File: config.mk
export PLATFORM = sky130hd
export DESIGN_NAME = ibe_engine
export DESIGN_NICKNAME = d
export VERILOG_FILES = /design/src/rtl/ibe_pkg.sv /design/src/rtl/ibe_baud.sv /design/src/rtl/ibe_engine.sv
export SDC_FILE = /design/constraint.sdc
export NUM_CORES = 1
export LEC_CHECK = 0
export ABC_CLOCK_PERIOD_IN_PS = 3900
export BUFFER_PORTS_ARGS = -buffer_cell sky130_fd_sc_hd__buf_2
export CORE_ASPECT_RATIO = 0.8
export CORE_MARGIN = 1.5
export CORE_UTILIZATION = 40
export CTS_BUF_LIST = sky130_fd_sc_hd__clkbuf_16
export DETAILED_ROUTE_END_ITERATION = 10
export MAX_ROUTING_LAYER = met4
export PLACE_DENSITY_LB_ADDON = 0.3
export REMOVE_ABC_BUFFERS = 1
export SKIP_LAST_GASP = 1
export SLEW_MARGIN = 5
export SYNTH_ARGS = -nofsm -noshare
export SYNTH_HDL_FRONTEND = slang
export SYNTH_HIERARCHICAL = 1
export SYNTH_SLANG_ARGS = --single-unit
File: constraint.sdc
create_clock -name clk_i -period 3.9 [get_ports clk_i]
set_clock_uncertainty 0.2 [all_clocks]
set_input_delay 0.585 -clock clk_i [delete_from_list [all_inputs] [get_ports clk_i]]
set_output_delay 0.585 -clock clk_i [all_outputs]
set_load 0.1 [all_outputs]
File: src/rtl/ibe_pkg.sv
/*
  shared constants and types for the i2c master byte engine.
  assumes a 50 MHz clock and a classic 32-bit wishbone master.
*/
package ibe_pkg;
  // ****************************************
  // register offsets (byte addresses)
  // ****************************************
  localparam logic [7:0] OFS_BUF    = 8'h00;
  localparam logic [7:0] OFS_CTL2   = 8'h04;
  localparam logic [7:0] OFS_STAT   = 8'h08;
  localparam logic [7:0] OFS_FLAGS  = 8'h0c;
  localparam logic [7:0] OFS_RELOAD = 8'h10;
  localparam logic [7:0] OFS_CTL1   = 8'h14;
  // ****************************************
  // field positions
  // ****************************************
  localparam int CTL2_SEN    = 0;
  localparam int CTL2_REPEATED_START_ENABLE   = 1;
  localparam int CTL2_PEN    = 2;
  localparam int CTL2_RECEIVE_ENABLE_BIT   = 3;
  localparam int CTL2_ACK_SEQUENCE_ENABLE  = 4;
  localparam int CTL2_ACK_DATA_BIT  = 5;
  localparam int CTL2_ACKST  = 6;
  localparam int STAT_BF     = 0;
  localparam int STAT_START  = 3;
  localparam int STAT_STOP   = 4;
  localparam int STAT_BUSY   = 7;
  localparam int FLG_PIF     = 0;
  localparam int FLG_WRITE_COLLISION_FLAG    = 1;
  localparam int FLG_OVF     = 2;
  localparam int FLG_BCL     = 3;
  localparam int CTL1_EN     = 0;
  localparam int CTL1_IE     = 1;
  localparam int RELOAD_W    = 7;
  localparam logic [6:0] RELOAD_RST = 7'h09;
  // ****************************************
  // timing
  // ****************************************
  localparam int CLK_NS       = 20;
  localparam int HALF_TCY_NS  = 40;
  localparam int HALF_TCY_CYC = (HALF_TCY_NS + CLK_NS - 1) / CLK_NS;
  localparam int TCY_NS       = 2 * HALF_TCY_NS;
  localparam int WRITE_COLLISION_FLAG_WIN_NS  = 2 * TCY_NS;
  localparam int WRITE_COLLISION_FLAG_WIN_CYC = WRITE_COLLISION_FLAG_WIN_NS / CLK_NS;
  // ****************************************
  // types
  // ****************************************
  typedef enum logic [3:0] {
    ST_IDLE, ST_START_A, ST_START_B, ST_RS_A, ST_RS_B, ST_RS_C,
    ST_TX_LOW, ST_TX_HIGH, ST_RX_LOW, ST_RX_HIGH,
    ST_ACK_LOW, ST_ACK_HIGH, ST_STOP_A, ST_STOP_B, ST_STOP_C
  } ibe_state_e;
  typedef struct packed {
    logic scl_oe;
    logic sda_oe;
  } ibe_drive_s;
endpackage

File: src/rtl/ibe_baud.sv
/*
  baud generator: reloadable down counter that stops at zero.
  assumes tick_i is a one-cycle enable at twice the instruction rate.
*/
`timescale 1ns/1ns
module ibe_baud #(
  parameter int W = 7
) (
  input  wire logic         clk_i,
  input  wire logic         rst_i,
  input  wire logic         tick_i,
  input  wire logic         load_i,
  input  wire logic [W-1:0] reload_i,
  output logic              timeout_o
);
  logic [W-1:0] cnt_ff;
  logic         run_ff;

  always_ff @(posedge clk_i) begin
    if (rst_i) begin
      cnt_ff    <= '0;
      run_ff    <= 1'b0;
      timeout_o <= 1'b0;
    end else begin
      timeout_o <= 1'b0;
      if (load_i) begin
        cnt_ff <= reload_i;
        run_ff <= 1'b1;
      end else if (run_ff && tick_i) begin
        // a reload of zero is unsupported; it behaves as one
        if (cnt_ff <= W'(1)) begin
          cnt_ff    <= '0;
          run_ff    <= 1'b0;
          timeout_o <= 1'b1;
        end else begin
          cnt_ff <= cnt_ff - W'(1);
        end
      end
    end
  end
endmodule

File: src/rtl/ibe_engine.sv
/*
  i2c master byte engine: transmit, receive, acknowledge, stop,
  start and repeated start sequences, flags, bus monitor.
  assumes a classic wishbone master on clk_i and open-drain scl/sda
  pads resolved outside; pad inputs are asynchronous.
*/
// What this block does
// - write to buffer during repeated start sets collision flag, buffer kept
// - low five control-two bits ignored until repeated start completes
// - buffer write sets buffer full, starts baud generator and transmission
// - bit driven after scl falls; scl low one period, high one period
// - eighth falling edge clears buffer full and releases sda
// - ninth falling edge samples sda into ack status bit
// - after ninth clock set interrupt flag, hold scl low until next write
// - address is seven bits then read/write bit, then ack release
// - buffer write while shifting sets collision; updated only within 2 Tcy
// - collision flag only ever cleared by software
// - receive enable accepted only when module inactive
// - reception toggles scl, after eighth bit loads buffer and holds scl
// - received byte sets buffer full; buffer read clears it
// - overflow set when byte completes while buffer full still set
// - buffer write during reception sets collision flag, buffer kept
// - ack sequence drives ack data, one low and one high period, idles
// - buffer write during ack or stop sequence sets collision, discarded
// - stop: sda low, scl released, sda released, stop bit, then interrupt
// - reset or disable aborts transfer and clears start and stop bits
// - stop detected while bus busy and interrupts enabled raises flag
// - driven sda compared to sampled sda; mismatch sets bus collision
// - baud reload is low seven bits, counts to zero, stops until reload
// - baud generator decrements twice per instruction cycle
`timescale 1ns/1ns
module ibe_engine (
  input  wire logic        clk_i,
  input  wire logic        rst_i,
  input  wire logic        wb_cyc_i,
  input  wire logic        wb_stb_i,
  input  wire logic        wb_we_i,
  input  wire logic [7:0]  wb_adr_i,
  input  wire logic [3:0]  wb_sel_i,
  input  wire logic [31:0] wb_dat_i,
  output logic      [31:0] wb_dat_o,
  output logic             wb_ack_o,
  input  wire logic        scl_i,
  input  wire logic        sda_i,
  output logic             scl_o,
  output logic             scl_oe_o,
  output logic             sda_o,
  output logic             sda_oe_o
);
  // ****************************************
  // pad synchronisers and bus monitor
  // ****************************************
  logic scl_m_ff, scl_s_ff, sda_m_ff, sda_s_ff, sda_d_ff;

  always_ff @(posedge clk_i) begin
    if (rst_i) begin
      scl_m_ff <= 1'b1;
      scl_s_ff <= 1'b1;
      sda_m_ff <= 1'b1;
      sda_s_ff <= 1'b1;
      sda_d_ff <= 1'b1;
    end else begin
      scl_m_ff <= scl_i;
      scl_s_ff <= scl_m_ff;
      sda_m_ff <= sda_i;
      sda_s_ff <= sda_m_ff;
      sda_d_ff <= sda_s_ff;
    end
  end

  wire start_det = scl_s_ff && sda_d_ff && !sda_s_ff;
  wire stop_det  = scl_s_ff && !sda_d_ff && sda_s_ff;

  // ****************************************
  // half instruction cycle divider
  // ****************************************
  logic [3:0] div_ff;
  logic       tick_ff;

  always_ff @(posedge clk_i) begin
    if (rst_i) begin
      div_ff  <= '0;
      tick_ff <= 1'b0;
    end else if (div_ff == 4'(ibe_pkg::HALF_TCY_CYC - 1)) begin
      div_ff  <= '0;
      tick_ff <= 1'b1;
    end else begin
      div_ff  <= div_ff + 4'h1;
      tick_ff <= 1'b0;
    end
  end

  // ****************************************
  // registers
  // ****************************************
  logic [7:0] buf_ff, shift_ff;
  logic [6:0] reload_ff;
  logic [4:0] en_ff;
  logic       ack_data_bit_ff, ack_status_bit_ff, port_en_ff, ie_ff;
  logic       bf_ff, start_seen_ff, stop_seen_ff;
  logic       pif_ff, write_collision_flag_ff, ovf_ff, bcl_ff;
  logic [3:0] since_wr_ff;
  ibe_pkg::ibe_state_e state_ff;
  ibe_pkg::ibe_drive_s drv_ff;
  logic       done_ff, pif_set_ff, bcl_set_ff, bf_clr_ff, rx_load_ff, go_ff;
  logic [3:0] bit_ff;

  wire req      = wb_cyc_i && wb_stb_i && !wb_ack_o;
  wire wr       = req && wb_we_i && wb_sel_i[0];
  wire rd       = req && !wb_we_i;
  wire idle     = (state_ff == ibe_pkg::ST_IDLE) && !done_ff;
  wire buf_wr   = wr && (wb_adr_i == ibe_pkg::OFS_BUF);
  wire buf_rd   = rd && (wb_adr_i == ibe_pkg::OFS_BUF);
  wire ctl2_wr  = wr && (wb_adr_i == ibe_pkg::OFS_CTL2);
  wire flg_wr   = wr && (wb_adr_i == ibe_pkg::OFS_FLAGS);
  wire tx_state = (state_ff == ibe_pkg::ST_TX_LOW) || (state_ff == ibe_pkg::ST_TX_HIGH);
  wire tx_go    = buf_wr && idle && port_en_ff && (en_ff == 5'h00);
  wire buf_coll = buf_wr && !tx_go;
  wire win_open = since_wr_ff < 4'(ibe_pkg::WRITE_COLLISION_FLAG_WIN_CYC);

  // wishbone answer: one wait state, ack for one cycle, unmapped reads zero
  always_ff @(posedge clk_i) begin
    if (rst_i) begin
      wb_ack_o <= 1'b0;
      wb_dat_o <= '0;
    end else begin
      wb_ack_o <= req;
      if (rd) begin
        case (wb_adr_i)
          ibe_pkg::OFS_BUF:    wb_dat_o <= {24'h0, buf_ff};
          ibe_pkg::OFS_CTL2:   wb_dat_o <= {25'h0, ack_status_bit_ff, ack_data_bit_ff, en_ff};
          ibe_pkg::OFS_STAT:   wb_dat_o <= {24'h0, !idle, 2'b00, stop_seen_ff,
                                            start_seen_ff, 2'b00, bf_ff};
          ibe_pkg::OFS_FLAGS:  wb_dat_o <= {28'h0, bcl_ff, ovf_ff, write_collision_flag_ff, pif_ff};
          ibe_pkg::OFS_RELOAD: wb_dat_o <= {25'h0, reload_ff};
          ibe_pkg::OFS_CTL1:   wb_dat_o <= {30'h0, ie_ff, port_en_ff};
          default:             wb_dat_o <= '0;
        endcase
      end
    end
  end

  always_ff @(posedge clk_i) begin
    if (rst_i) begin
      reload_ff  <= ibe_pkg::RELOAD_RST;
      port_en_ff <= 1'b0;
      ie_ff      <= 1'b0;
      ack_data_bit_ff   <= 1'b0;
    end else begin
      if (wr && wb_adr_i == ibe_pkg::OFS_RELOAD)
        reload_ff <= wb_dat_i[6:0];
      if (wr && wb_adr_i == ibe_pkg::OFS_CTL1) begin
        port_en_ff <= wb_dat_i[ibe_pkg::CTL1_EN];
        ie_ff      <= wb_dat_i[ibe_pkg::CTL1_IE];
      end
      if (ctl2_wr)
        ack_data_bit_ff <= wb_dat_i[ibe_pkg::CTL2_ACK_DATA_BIT];
    end
  end

  // ****************************************
  // sequence enables: one pending at a time, no queueing
  // ****************************************
  always_ff @(posedge clk_i) begin
    if (rst_i || !port_en_ff) begin
      en_ff <= '0;
    end else if (done_ff) begin
      en_ff <= '0;
    end else if (ctl2_wr && idle && en_ff == 5'h00) begin
      if (wb_dat_i[ibe_pkg::CTL2_SEN])
        en_ff <= 5'h01 << ibe_pkg::CTL2_SEN;
      else if (wb_dat_i[ibe_pkg::CTL2_REPEATED_START_ENABLE])
        en_ff <= 5'h01 << ibe_pkg::CTL2_REPEATED_START_ENABLE;
      else if (wb_dat_i[ibe_pkg::CTL2_PEN])
        en_ff <= 5'h01 << ibe_pkg::CTL2_PEN;
      else if (wb_dat_i[ibe_pkg::CTL2_ACK_SEQUENCE_ENABLE])
        en_ff <= 5'h01 << ibe_pkg::CTL2_ACK_SEQUENCE_ENABLE;
      else if (wb_dat_i[ibe_pkg::CTL2_RECEIVE_ENABLE_BIT])
        en_ff <= 5'h01 << ibe_pkg::CTL2_RECEIVE_ENABLE_BIT;
    end
  end

  // ****************************************
  // transfer buffer and late-write window
  // ****************************************
  always_ff @(posedge clk_i) begin
    if (rst_i) begin
      buf_ff      <= '0;
      since_wr_ff <= '1;
    end else begin
      if (buf_wr)
        since_wr_ff <= '0;
      else if (since_wr_ff != 4'hf)
        since_wr_ff <= since_wr_ff + 4'h1;
      if (tx_go || (buf_coll && tx_state && win_open))
        buf_ff <= wb_dat_i[7:0];
      else if (rx_load_ff && !bf_ff)
        buf_ff <= shift_ff;
    end
  end

  // ****************************************
  // status flags: hardware set wins over software clear
  // ****************************************
  always_ff @(posedge clk_i) begin
    if (rst_i) begin
      bf_ff  <= 1'b0;
      pif_ff <= 1'b0;
      write_collision_flag_ff <= 1'b0;
      ovf_ff <= 1'b0;
      bcl_ff <= 1'b0;
    end else begin
      if (tx_go || (rx_load_ff && !bf_ff))
        bf_ff <= 1'b1;
      else if (bf_clr_ff || (buf_rd && !tx_state))
        bf_ff <= 1'b0;
      if (pif_set_ff || (stop_det && start_seen_ff && ie_ff))
        pif_ff <= 1'b1;
      else if (flg_wr && wb_dat_i[ibe_pkg::FLG_PIF])
        pif_ff <= 1'b0;
      if (buf_coll)
        write_collision_flag_ff <= 1'b1;
      else if (flg_wr && wb_dat_i[ibe_pkg::FLG_WRITE_COLLISION_FLAG])
        write_collision_flag_ff <= 1'b0;
      if (rx_load_ff && bf_ff)
        ovf_ff <= 1'b1;
      else if (flg_wr && wb_dat_i[ibe_pkg::FLG_OVF])
        ovf_ff <= 1'b0;
      if (bcl_set_ff)
        bcl_ff <= 1'b1;
      else if (flg_wr && wb_dat_i[ibe_pkg::FLG_BCL])
        bcl_ff <= 1'b0;
    end
  end

  always_ff @(posedge clk_i) begin
    if (rst_i || !port_en_ff) begin
      start_seen_ff <= 1'b0;
      stop_seen_ff  <= 1'b0;
    end else if (start_det) begin
      start_seen_ff <= 1'b1;
      stop_seen_ff  <= 1'b0;
    end else if (stop_det) begin
      start_seen_ff <= 1'b0;
      stop_seen_ff  <= 1'b1;
    end
  end

  // ****************************************
  // baud generator
  // ****************************************
  logic brg_to;
  wire  high_wait = !scl_s_ff && ((state_ff == ibe_pkg::ST_TX_HIGH) ||
                    (state_ff == ibe_pkg::ST_RX_HIGH) || (state_ff == ibe_pkg::ST_ACK_HIGH) ||
                    (state_ff == ibe_pkg::ST_RS_B) || (state_ff == ibe_pkg::ST_STOP_B));
  // clock stretching by a slave keeps the count reloaded until scl is high
  wire  brg_load  = go_ff || high_wait;

  ibe_baud #(
    .W (ibe_pkg::RELOAD_W)
  ) u_baud (
    .clk_i     (clk_i),
    .rst_i     (rst_i),
    .tick_i    (tick_ff),
    .load_i    (brg_load),
    .reload_i  (reload_ff),
    .timeout_o (brg_to)
  );

  // ****************************************
  // sequencer
  // ****************************************
  always_ff @(posedge clk_i) begin
    if (rst_i || !port_en_ff) begin
      state_ff   <= ibe_pkg::ST_IDLE;
      drv_ff     <= '0;
      shift_ff   <= '0;
      bit_ff     <= '0;
      ack_status_bit_ff <= 1'b0;
      go_ff      <= 1'b0;
      done_ff    <= 1'b0;
      pif_set_ff <= 1'b0;
      bcl_set_ff <= 1'b0;
      bf_clr_ff  <= 1'b0;
      rx_load_ff <= 1'b0;
    end else begin
      go_ff      <= 1'b0;
      done_ff    <= 1'b0;
      pif_set_ff <= 1'b0;
      bcl_set_ff <= 1'b0;
      bf_clr_ff  <= 1'b0;
      rx_load_ff <= 1'b0;
      case (state_ff)
        ibe_pkg::ST_IDLE: begin
          if (tx_go) begin
            shift_ff <= wb_dat_i[7:0];
            bit_ff   <= '0;
            drv_ff.scl_oe <= 1'b1;
            go_ff    <= 1'b1;
            state_ff <= ibe_pkg::ST_TX_LOW;
          end else if (!done_ff && en_ff[ibe_pkg::CTL2_SEN]) begin
            if (!sda_s_ff || !scl_s_ff) begin
              bcl_set_ff <= 1'b1;
              done_ff    <= 1'b1;
            end else begin
              go_ff    <= 1'b1;
              state_ff <= ibe_pkg::ST_START_A;
            end
          end else if (!done_ff && en_ff[ibe_pkg::CTL2_REPEATED_START_ENABLE]) begin
            drv_ff   <= '{scl_oe: 1'b1, sda_oe: 1'b0};
            go_ff    <= 1'b1;
            state_ff <= ibe_pkg::ST_RS_A;
          end else if (!done_ff && en_ff[ibe_pkg::CTL2_PEN]) begin
            drv_ff   <= '{scl_oe: 1'b1, sda_oe: 1'b1};
            state_ff <= ibe_pkg::ST_STOP_A;
          end else if (!done_ff && en_ff[ibe_pkg::CTL2_ACK_SEQUENCE_ENABLE]) begin
            drv_ff   <= '{scl_oe: 1'b1, sda_oe: !ack_data_bit_ff};
            go_ff    <= 1'b1;
            state_ff <= ibe_pkg::ST_ACK_LOW;
          end else if (!done_ff && en_ff[ibe_pkg::CTL2_RECEIVE_ENABLE_BIT]) begin
            drv_ff   <= '{scl_oe: 1'b1, sda_oe: 1'b0};
            bit_ff   <= '0;
            go_ff    <= 1'b1;
            state_ff <= ibe_pkg::ST_RX_LOW;
          end
        end
        ibe_pkg::ST_START_A: if (brg_to) begin
          if (sda_s_ff && scl_s_ff) begin
            drv_ff.sda_oe <= 1'b1;
            go_ff    <= 1'b1;
            state_ff <= ibe_pkg::ST_START_B;
          end else begin
            bcl_set_ff <= 1'b1;
            done_ff    <= 1'b1;
            drv_ff     <= '0;
            state_ff   <= ibe_pkg::ST_IDLE;
          end
        end
        ibe_pkg::ST_START_B, ibe_pkg::ST_RS_C: if (brg_to) begin
          done_ff    <= 1'b1;
          pif_set_ff <= 1'b1;
          state_ff   <= ibe_pkg::ST_IDLE;
        end
        ibe_pkg::ST_RS_A: if (brg_to) begin
          drv_ff.scl_oe <= 1'b0;
          state_ff <= ibe_pkg::ST_RS_B;
        end
        ibe_pkg::ST_RS_B: begin
          if (scl_s_ff && !sda_s_ff) begin
            bcl_set_ff <= 1'b1;
            done_ff    <= 1'b1;
            drv_ff     <= '0;
            state_ff   <= ibe_pkg::ST_IDLE;
          end else if (brg_to) begin
            drv_ff.sda_oe <= 1'b1;
            go_ff    <= 1'b1;
            state_ff <= ibe_pkg::ST_RS_C;
          end
        end
        ibe_pkg::ST_TX_LOW: begin
          // bit 8 is the slave's acknowledge slot, so sda is released
          drv_ff.sda_oe <= (bit_ff < 4'h8) && !shift_ff[7];
          if (brg_to) begin
            drv_ff.scl_oe <= 1'b0;
            state_ff <= ibe_pkg::ST_TX_HIGH;
          end
        end
        ibe_pkg::ST_TX_HIGH: begin
          if (scl_s_ff && bit_ff < 4'h8 && !drv_ff.sda_oe && !sda_s_ff) begin
            bcl_set_ff <= 1'b1;
            bf_clr_ff  <= 1'b1;
            drv_ff     <= '0;
            state_ff   <= ibe_pkg::ST_IDLE;
          end else if (brg_to) begin
            drv_ff.scl_oe <= 1'b1;
            if (bit_ff == 4'h8) begin
              ack_status_bit_ff <= sda_s_ff;
              pif_set_ff <= 1'b1;
              state_ff   <= ibe_pkg::ST_IDLE;
            end else begin
              if (bit_ff == 4'h7)
                bf_clr_ff <= 1'b1;
              shift_ff <= {shift_ff[6:0], 1'b0};
              bit_ff   <= bit_ff + 4'h1;
              go_ff    <= 1'b1;
              state_ff <= ibe_pkg::ST_TX_LOW;
            end
          end
        end
        ibe_pkg::ST_RX_LOW: if (brg_to) begin
          drv_ff.scl_oe <= 1'b0;
          state_ff <= ibe_pkg::ST_RX_HIGH;
        end
        ibe_pkg::ST_RX_HIGH: if (brg_to) begin
          drv_ff.scl_oe <= 1'b1;
          shift_ff <= {shift_ff[6:0], sda_s_ff};
          if (bit_ff == 4'h7) begin
            rx_load_ff <= 1'b1;
            pif_set_ff <= 1'b1;
            done_ff    <= 1'b1;
            state_ff   <= ibe_pkg::ST_IDLE;
          end else begin
            bit_ff   <= bit_ff + 4'h1;
            go_ff    <= 1'b1;
            state_ff <= ibe_pkg::ST_RX_LOW;
          end
        end
        ibe_pkg::ST_ACK_LOW: if (brg_to) begin
          drv_ff.scl_oe <= 1'b0;
          state_ff <= ibe_pkg::ST_ACK_HIGH;
        end
        ibe_pkg::ST_ACK_HIGH: begin
          if (scl_s_ff && !drv_ff.sda_oe && !sda_s_ff) begin
            bcl_set_ff <= 1'b1;
            done_ff    <= 1'b1;
            drv_ff     <= '0;
            state_ff   <= ibe_pkg::ST_IDLE;
          end else if (brg_to) begin
            drv_ff.scl_oe <= 1'b1;
            done_ff  <= 1'b1;
            state_ff <= ibe_pkg::ST_IDLE;
          end
        end
        ibe_pkg::ST_STOP_A: begin
          if (!sda_s_ff && !go_ff && !brg_to && bit_ff != 4'hf) begin
            go_ff  <= 1'b1;
            bit_ff <= 4'hf; // marks the count as started
          end else if (brg_to) begin
            drv_ff.scl_oe <= 1'b0;
            bit_ff   <= '0;
            state_ff <= ibe_pkg::ST_STOP_B;
          end
        end
        ibe_pkg::ST_STOP_B: if (brg_to) begin
          drv_ff.sda_oe <= 1'b0;
          go_ff    <= 1'b1;
          state_ff <= ibe_pkg::ST_STOP_C;
        end
        ibe_pkg::ST_STOP_C: if (brg_to) begin
          done_ff  <= 1'b1;
          state_ff <= ibe_pkg::ST_IDLE;
          if (!sda_s_ff)
            bcl_set_ff <= 1'b1;
          else
            pif_set_ff <= 1'b1;
        end
        default: state_ff <= ibe_pkg::ST_IDLE;
      endcase
    end
  end

  // ****************************************
  // pads: open drain, data output fixed low
  // ****************************************
  always_ff @(posedge clk_i) begin
    if (rst_i) begin
      scl_o    <= 1'b0;
      sda_o    <= 1'b0;
      scl_oe_o <= 1'b0;
      sda_oe_o <= 1'b0;
    end else begin
      scl_o    <= 1'b0;
      sda_o    <= 1'b0;
      scl_oe_o <= drv_ff.scl_oe && port_en_ff;
      sda_oe_o <= drv_ff.sda_oe && port_en_ff;
    end
  end
endmodule

### Yosys cells after proc, flatten, opt, wreduce, memory -nomap -nowiden

Cells that the tools add are included.

* add/sub/neg operators: 4
* $lt $le $gt $ge: 3
* equality and inequality tests: 56
* mux-type cells: 140
* bitwise operators: 4
* reductions and logical operators: 116

Operators with widths (count)
* $mux 4: 38
* $mux 1: 69
* $mux 8: 7
* $logic_and 1x1->1: 53
* $pmux 4 s13: 1
* $pmux 8 s6: 1
* $eq 4x4->1 const B: 8
* $mux 5: 5
* $ne 2x1->1 const B: 12
* $pmux 8 s3: 1
* $mux 7: 3
* $eq 4x3->1 const B: 5
* $reduce_bool 2->1: 10
* $eq 8x4->1 const B: 2
* $eq 8x5->1 const B: 2
* $logic_not 1->1: 16
* $ne 2x2->1 const B: 8
* $pmux 4 s4: 1
* $mux 2: 7
* $pmux 1 s7: 2
* $reduce_and 13->1: 1
* $add 4x1->4 const B: 3
* $logic_or 1x1->1: 12
* $ne 3x3->1 const B: 4
* other kinds (34): 52

* register bits: 113
* output and inout port bits: 37
* logic and storage cells: 363

### Longest topological paths before layout

* depth in word-level cells: 14
* gate-level depth with buffers: 12
* mapped depth without buffers: 9

### By module

The synthesis kept the hierarchy.

Modules (own cells, without submodules)
* ibe_engine: instances 1, cells an instance 603, area an instance 4782.1 um2, seq. area each 1601.5 um2
* ibe_baud: instances 1, cells an instance 65, area an instance 518.0 um2, seq. area each 180.2 um2

### Worst setup path before layout

Ideal clock, no wire load.

* path type: flip-flop to flip-flop
* start point: reg state_ff[0]
* end point: reg u_baud.cnt_ff[1]
* setup time: 0.126 ns
* data arrival time: 2.385 ns
* path slack: 1.189 ns
* stages on the path, launching flop included: 13
* cells stage by stage: dfxtp_1 -> clkbuf_1 -> buf_6 -> clkbuf_1 -> buf_1 -> a21oi_1 -> nor2_1 -> a21oi_1 -> o21bai_1 -> buf_1 -> nor3_1 -> a221oi_1 -> nor2_1

* cells in the longest elaborated chain, start to end: 8
* elaborated cells on any way between the ends: 13

Ends and longest elaborated chain
* start: declaration: line ibe_engine.sv:103 `ibe_pkg::ibe_state_e state_ff;`
* start signal: assignment: line ibe_engine.sv:275 `state_ff <= ibe_pkg::ST_IDLE;`
* start signal: assignment: line ibe_engine.sv:300 `state_ff <= ibe_pkg::ST_TX_LOW;`
* start signal: assignment: line ibe_engine.sv:307 `state_ff <= ibe_pkg::ST_START_A;`
* $eq 4x3->1 or $eq 4x4->1 (tied branches): line ibe_engine.sv:253, ibe_engine.sv:254
* $logic_or 1x1->1: line ibe_engine.sv:253 `wire high_wait = !scl_s_ff && ((state_ff == ibe_pkg::ST_TX_HIGH) ||`
* $logic_or 1x1->1 (2 in series): line ibe_engine.sv:254 `(state_ff == ibe_pkg::ST_RX_HIGH) || (state_ff == ibe_pkg::ST_ACK_HIGH) ||`
* $logic_or 1x1->1 *: line ibe_engine.sv:255 `(state_ff == ibe_pkg::ST_RS_B) || (state_ff == ibe_pkg::ST_STOP_B));`
* $logic_and 1x1->1 *: line ibe_engine.sv:253
* $logic_or 1x1->1 *: line ibe_engine.sv:257 `wire brg_load = go_ff || high_wait;`
* net brg_load: line ibe_engine.sv:257
* $mux 7 or $reduce_bool 2->1 (tied branches)
* end signal: assignment: line ibe_baud.sv:27 `cnt_ff <= reload_i;`
* end signal: assignment: line ibe_baud.sv:36 `cnt_ff <= cnt_ff - W'(1);`
* end: declaration: line ibe_baud.sv:16 `logic [W-1:0] cnt_ff;`

The timed path passes the listed nets; every way through them passes the cells marked *.
A chain may end at the register's enable or synchronous reset.

### Worst setup path after layout

* start point: reg state_ff[1]
* end point: reg buf_ff[6]

* cells in the longest elaborated chain, start to end: 11
* elaborated cells on any way between the ends: 15

Ends and longest elaborated chain
* $logic_not 4->1: line ibe_engine.sv:111 `wire idle = (state_ff == ibe_pkg::ST_IDLE) && !done_ff;`
* $logic_and 1x1->1: line ibe_engine.sv:111
* $logic_and 1x1->1 (3 in series): line ibe_engine.sv:117 `wire tx_go = buf_wr && idle && port_en_ff && (en_ff == 5'h00);`
* $logic_not 1->1: line ibe_engine.sv:118 `wire buf_coll = buf_wr && !tx_go;`
* $logic_and 1x1->1: line ibe_engine.sv:118
* $logic_and 1x1->1 (2 in series): line ibe_engine.sv:195 `if (tx_go || (buf_coll && tx_state && win_open))`
* $logic_or 1x1->1 *: line ibe_engine.sv:195
* $mux 8 or $reduce_bool 2->1 (tied branches)
* end signal: assignment: line ibe_engine.sv:196 `buf_ff <= wb_dat_i[7:0];`
* end signal: assignment: line ibe_engine.sv:198 `buf_ff <= shift_ff;`
* end: declaration: line ibe_engine.sv:96 `logic [7:0] buf_ff, shift_ff;`

Mark *: on every way between the ends. The rest lies on a longest branch, timed or not.

==> results.md <==
Status:
- The flow ran to the end, and the final reports show no timing, DRC or antenna violations.

Route:
- The detailed router finished its first iteration with 545 violations.
- The number of nets with antenna violations after routing is 0.
- The detailed-route via count is 4951.
- After detailed routing, the number of vias per cell comes to 5.764.
- After detailed routing, the number of remaining DRC violations is 0.
- Summed over all layers, the routed wires come to 14930 µm.
- For this run, the detailed router's first-pass iteration total came to 5.
- The detailed-route wire length per cell is 17.38 µm.

STA:
- The number of max-slew violations in the final report is 0.
- The worst path needs 3.047 ns of the cycle, external delays included.
- Headroom to the max-slew limit came out at 28.60%.
- The number of endpoints with negative hold slack in the final report is 0.
- Setup repair after global routing left no endpoint under its margin.
- For the final routed database, the setup TNS stands at 0 ns.
- The slew of the pin with the lowest slew margin is 1.069 ns.
- In the finished design, the share of the clock period the worst path needs comes to 78.14%.
- Derived from the worst setup path, the maximum achievable clock frequency is 0.3281 GHz.
- Setup violations remaining at the end of the flow were counted as 0.
- Hold timing on the final database bottoms out at a slack of 0.2074 ns.

Setup path:
- The slack of the worst reg-to-reg path is 0.85 ns.
- The number of buffers and inverters on the critical path is 0.
- STA classifies the critical path endpoint as a register.
- The length in cells of the worst reg-to-reg path is 5.
- For the worst setup path, the data required time is 3.95 ns.
- The slowest stage of the critical path is the sky130_fd_sc_hd__nor4_1 cell.
- The destination of the worst register-to-register timing path is buf_ff[6]$_SDFFE_PP0P_.
- The type of origin of the critical path is a register.
- Of all nets on the critical path, the largest fanout is 29.
- In this design, the largest share of critical-path delay is due to simple AND/OR/NAND/NOR gates.
- The critical path depth is 5.
- The endpoint arrival time on the critical path is 3.10 ns.
- The biggest cell delay along the critical path is 0.66 ns.
- The signal on the critical path passes through or2_2, nor4_1, nand3_1, o31a_2, a211oi_1.
- The worst flop-to-flop path startpoint is state_ff[1]$_SDFFE_PP0P_.
- The launch point of the worst path is state_ff[1]$_SDFFE_PP0P_.
- The critical path is of the register to register type.

Power and ir drop:
- The maximum resistive drop on vdd is 0.0002550 V.
- The design draws 2.103 mW.
- Summed over all cells, the static leakage comes to 2.114 nW.
- The areal power density over the cells is 366.5 nW/µm².

Yosys:
- After synthesis the cells add up to 5300 µm².
- The most used flip-flop cell after synthesis is sky130_fd_sc_hd__dfxtp_1.
- Counting flops with a built-in enable in the synthesized netlist gives 0.
- During synthesis, Yosys emitted a total of 6 warnings.
- In this run the mean area of a mapped cell was 7.934 µm².
- For this run, asynchronously set or reset flops after synthesis account for 0%.
- The synthesized design contains 89 register bits.
- After synthesis, flip-flops and latches occupy 33.62% of the total area.
- Yosys mapped the design onto 66 distinct sky130hd cell types.
- Synthesis handed over a netlist of 668 instances.

Floorplanning:
- For this design the top-level I/O count stands at 88.
- Measured along the x axis, the die boundary spans 131.7 µm.
- In this run the core area contains 37 standard-cell rows.
- The die extent in y is 106.0 µm.
- The floorplan step defined a die boundary enclosing 13950 µm².
- The initial utilization of the core area, before any placement, comes to 41.03%.
- The core footprint is 12920 µm².

Clocking:
- CTS saw 89 sinks.
- The clock network latency to the later pin of the worst-skew pair is 0.35 ns.
- The CTS buffer count is 9.
- The clock tree from TritonCTS is done.
- In this run the post-CTS setup repair buffer count came out at 0.
- In this run, post-CTS repair resized a total of 0 instances.
- The root cell of the clock tree is sky130_fd_sc_hd__clkbuf_16.
- The longest clock path from root to sink contains 2 buffers.
- CTS built an H-tree with a depth of 3.
- The number of hold buffers added after cts is 0.
- The clock slew at the register clock pins of the worst setup and hold paths is 0.07 ns.

Global route:
- The number of antenna violations at the first check in global routing came to 1.
- The first global-routing pass estimated 23960 µm of wire.
- Entering global routing, the biggest net connects 41 pins.
- The number of global-route vias before repair came to 4535.
- The overall global routing resource usage is 22.20%.
- After global routing the overflow that remains totals 0.

Final layout:
- The layout overhead on the synthesized area is 8.262%.
- Cells with a size suffix above 1 make up 11.86% of the layout.
- Summing all non-filler instances in the final layout gives an area of 5738 µm².
- The number of nets at the end of the flow is 736.
- The leading cell type in the layout, fill and taps excluded is sky130_fd_sc_hd__dfxtp_1.
- In the layout the commonest cells are sky130_fd_sc_hd__dfxtp_1, sky130_fd_sc_hd__nor2_1, sky130_fd_sc_hd__nand2_1.
- At the end of the flow the core is filled with cells to 44.43%.

Hold path:
- The path with the worst hold slack has its endpoint at scl_s_ff$_SDFF_PP1_.
- Counting instances, the worst hold path has a depth of 1.
- The min-delay analysis places its worst path in the category register to register.
- The worst hold path begins at scl_m_ff$_SDFF_PP1_.

Job:
- The tool flagged a number of max-cap violations equal to 0.

Place:
- The area of placed instances is 5439 µm².
- Input and output buffers added on the ports amount to 34.
- The HPWL reported at the end of detailed placement is 10730 µm.
- The congestion estimate from routability-driven global placement came to 0.9366.
metal layers:
layer / up-vias / track usage, % / routed length (µm) / share of wire [%]
li1: 2374 / - / - / -
met1: 2354 / 31.21 / 7153 / 48
met2: 208 / 31.99 / 6424 / 43
met3: 15 / 5.007 / 1177 / 7.9
met4: 0 / 5.952 / 178 / 1.2
met5: - / - / 0 / 0
logic make-up (layout without fill, tap and decap cells):
| logic type | Yosys count | count (layout) | share of synthesized area, % |
|---|---|---|---|
| adder cells (fa/ha/maj) | 7 | 7 | 1.652 |
| AO/OA/AOI/OAI | 175 | 175 | 22.43 |
| XOR/XNOR | 4 | 4 | 0.6611 |
| buffers and inverters | 91 | 81 | 9.679 |
| AND/OR/NAND/NOR | 270 | 270 | 25.99 |
| flip-flops | 89 | 89 | 33.62 |
| multiplexers | 31 | 31 | 5.902 |
| other | 1 | 27 | 0.07075 |
worst register-to-register path, delay by kind of cell, from the launching register on:
| kind | cells | cell delay [ns] |
|---|---|---|
| AND/OR/NAND/NOR | 3 | 1.55 |
| flip-flops | 1 | 0.62 |
| AO/OA/AOI/OAI | 2 | 0.58 |
per-stage QoR:
stage	setup slack, ns	std cells
finish	0.8526	859
global placement	0.7508	842
detailed placement	0.7667	842
global route	0.5927	859
floorplan	0.8528	619
CTS	0.8928	858
layout make-up:
type                            count  area (µm²)
Fill cell                        1302        7178
Multi-Input combinational cell    513        3099
Clock buffer                        9       225.2
Inverter                           17       63.81
Timing Repair Buffer               48       275.3
Clock inverter                      7       71.32
Tap cell                          175       219.0
Sequential cell                    89        1782
Antenna cell                        1       2.502
synthesized netlist by cell type (4+ instances only):
cell / n / area share (%)
sky130_fd_sc_hd__a211o_1: 4 / 0.66
sky130_fd_sc_hd__and2_1: 9 / 1.1
sky130_fd_sc_hd__nor2_1: 74 / 5.2
sky130_fd_sc_hd__buf_6: 7 / 1.5
sky130_fd_sc_hd__mux2i_1: 29 / 5.5
sky130_fd_sc_hd__nand4_1: 5 / 0.59
sky130_fd_sc_hd__nand3b_1: 6 / 0.85
sky130_fd_sc_hd__inv_1: 17 / 1.2
sky130_fd_sc_hd__o22ai_1: 4 / 0.47
sky130_fd_sc_hd__nor2b_1: 11 / 1.3
sky130_fd_sc_hd__a31oi_1: 9 / 1.1
sky130_fd_sc_hd__nor3b_1: 6 / 0.85
sky130_fd_sc_hd__o31ai_1: 12 / 1.7
sky130_fd_sc_hd__nand3_1: 28 / 2.6
sky130_fd_sc_hd__nor4_1: 5 / 0.59
sky130_fd_sc_hd__a22oi_1: 7 / 0.99
sky130_fd_sc_hd__buf_4: 29 / 4.1
sky130_fd_sc_hd__ha_1: 7 / 1.7
sky130_fd_sc_hd__dfxtp_1: 89 / 34
sky130_fd_sc_hd__nand2b_1: 17 / 2.0
sky130_fd_sc_hd__clkbuf_1: 26 / 1.8
sky130_fd_sc_hd__a21oi_1: 47 / 4.4
sky130_fd_sc_hd__a211oi_1: 16 / 2.3
sky130_fd_sc_hd__and3_1: 7 / 0.83
sky130_fd_sc_hd__a221oi_1: 10 / 1.7
sky130_fd_sc_hd__or2_2: 8 / 0.94
sky130_fd_sc_hd__nor3_1: 20 / 1.9
sky130_fd_sc_hd__o211ai_1: 4 / 0.57
sky130_fd_sc_hd__nand2_1: 59 / 4.2
sky130_fd_sc_hd__buf_2: 8 / 0.76
sky130_fd_sc_hd__a21o_1: 5 / 0.71
sky130_fd_sc_hd__o21ai_0: 24 / 2.3
sky130_fd_sc_hd__buf_1: 4 / 0.28
sky130_fd_sc_hd__a2111oi_0: 4 / 0.66
state kept, by name (all words and copies together), names as in the netlist, 5 cells and up:
register       flops
shift_ff           8
buf_ff             8
en_ff              5
reload_ff          7
wb_dat_o           8
u_baud/cnt_ff      7
how the worst max path moves through the flow:
stage | to | slack [ns]
2_1_floorplan | shift_ff[0]$_SDFFE_PP0P_ | 0.85
4_1_cts | bit_ff[3]$_SDFFE_PP0P_ | 0.89
3_3_place_gp | shift_ff[0]$_SDFFE_PP0P_ | 0.75
6_report | buf_ff[6]$_SDFFE_PP0P_ | 0.85
5_1_grt | buf_ff[7]$_SDFFE_PP0P_ | 0.59
3_5_place_dp | shift_ff[0]$_SDFFE_PP0P_ | 0.77
power breakdown:
group          switching (mW)  internal (mW)
combinational           0.197         0.0725
sequential             0.0221          0.932
clock                   0.382          0.497
total                   0.601           1.50
Power figures use the tool's default switching activity.
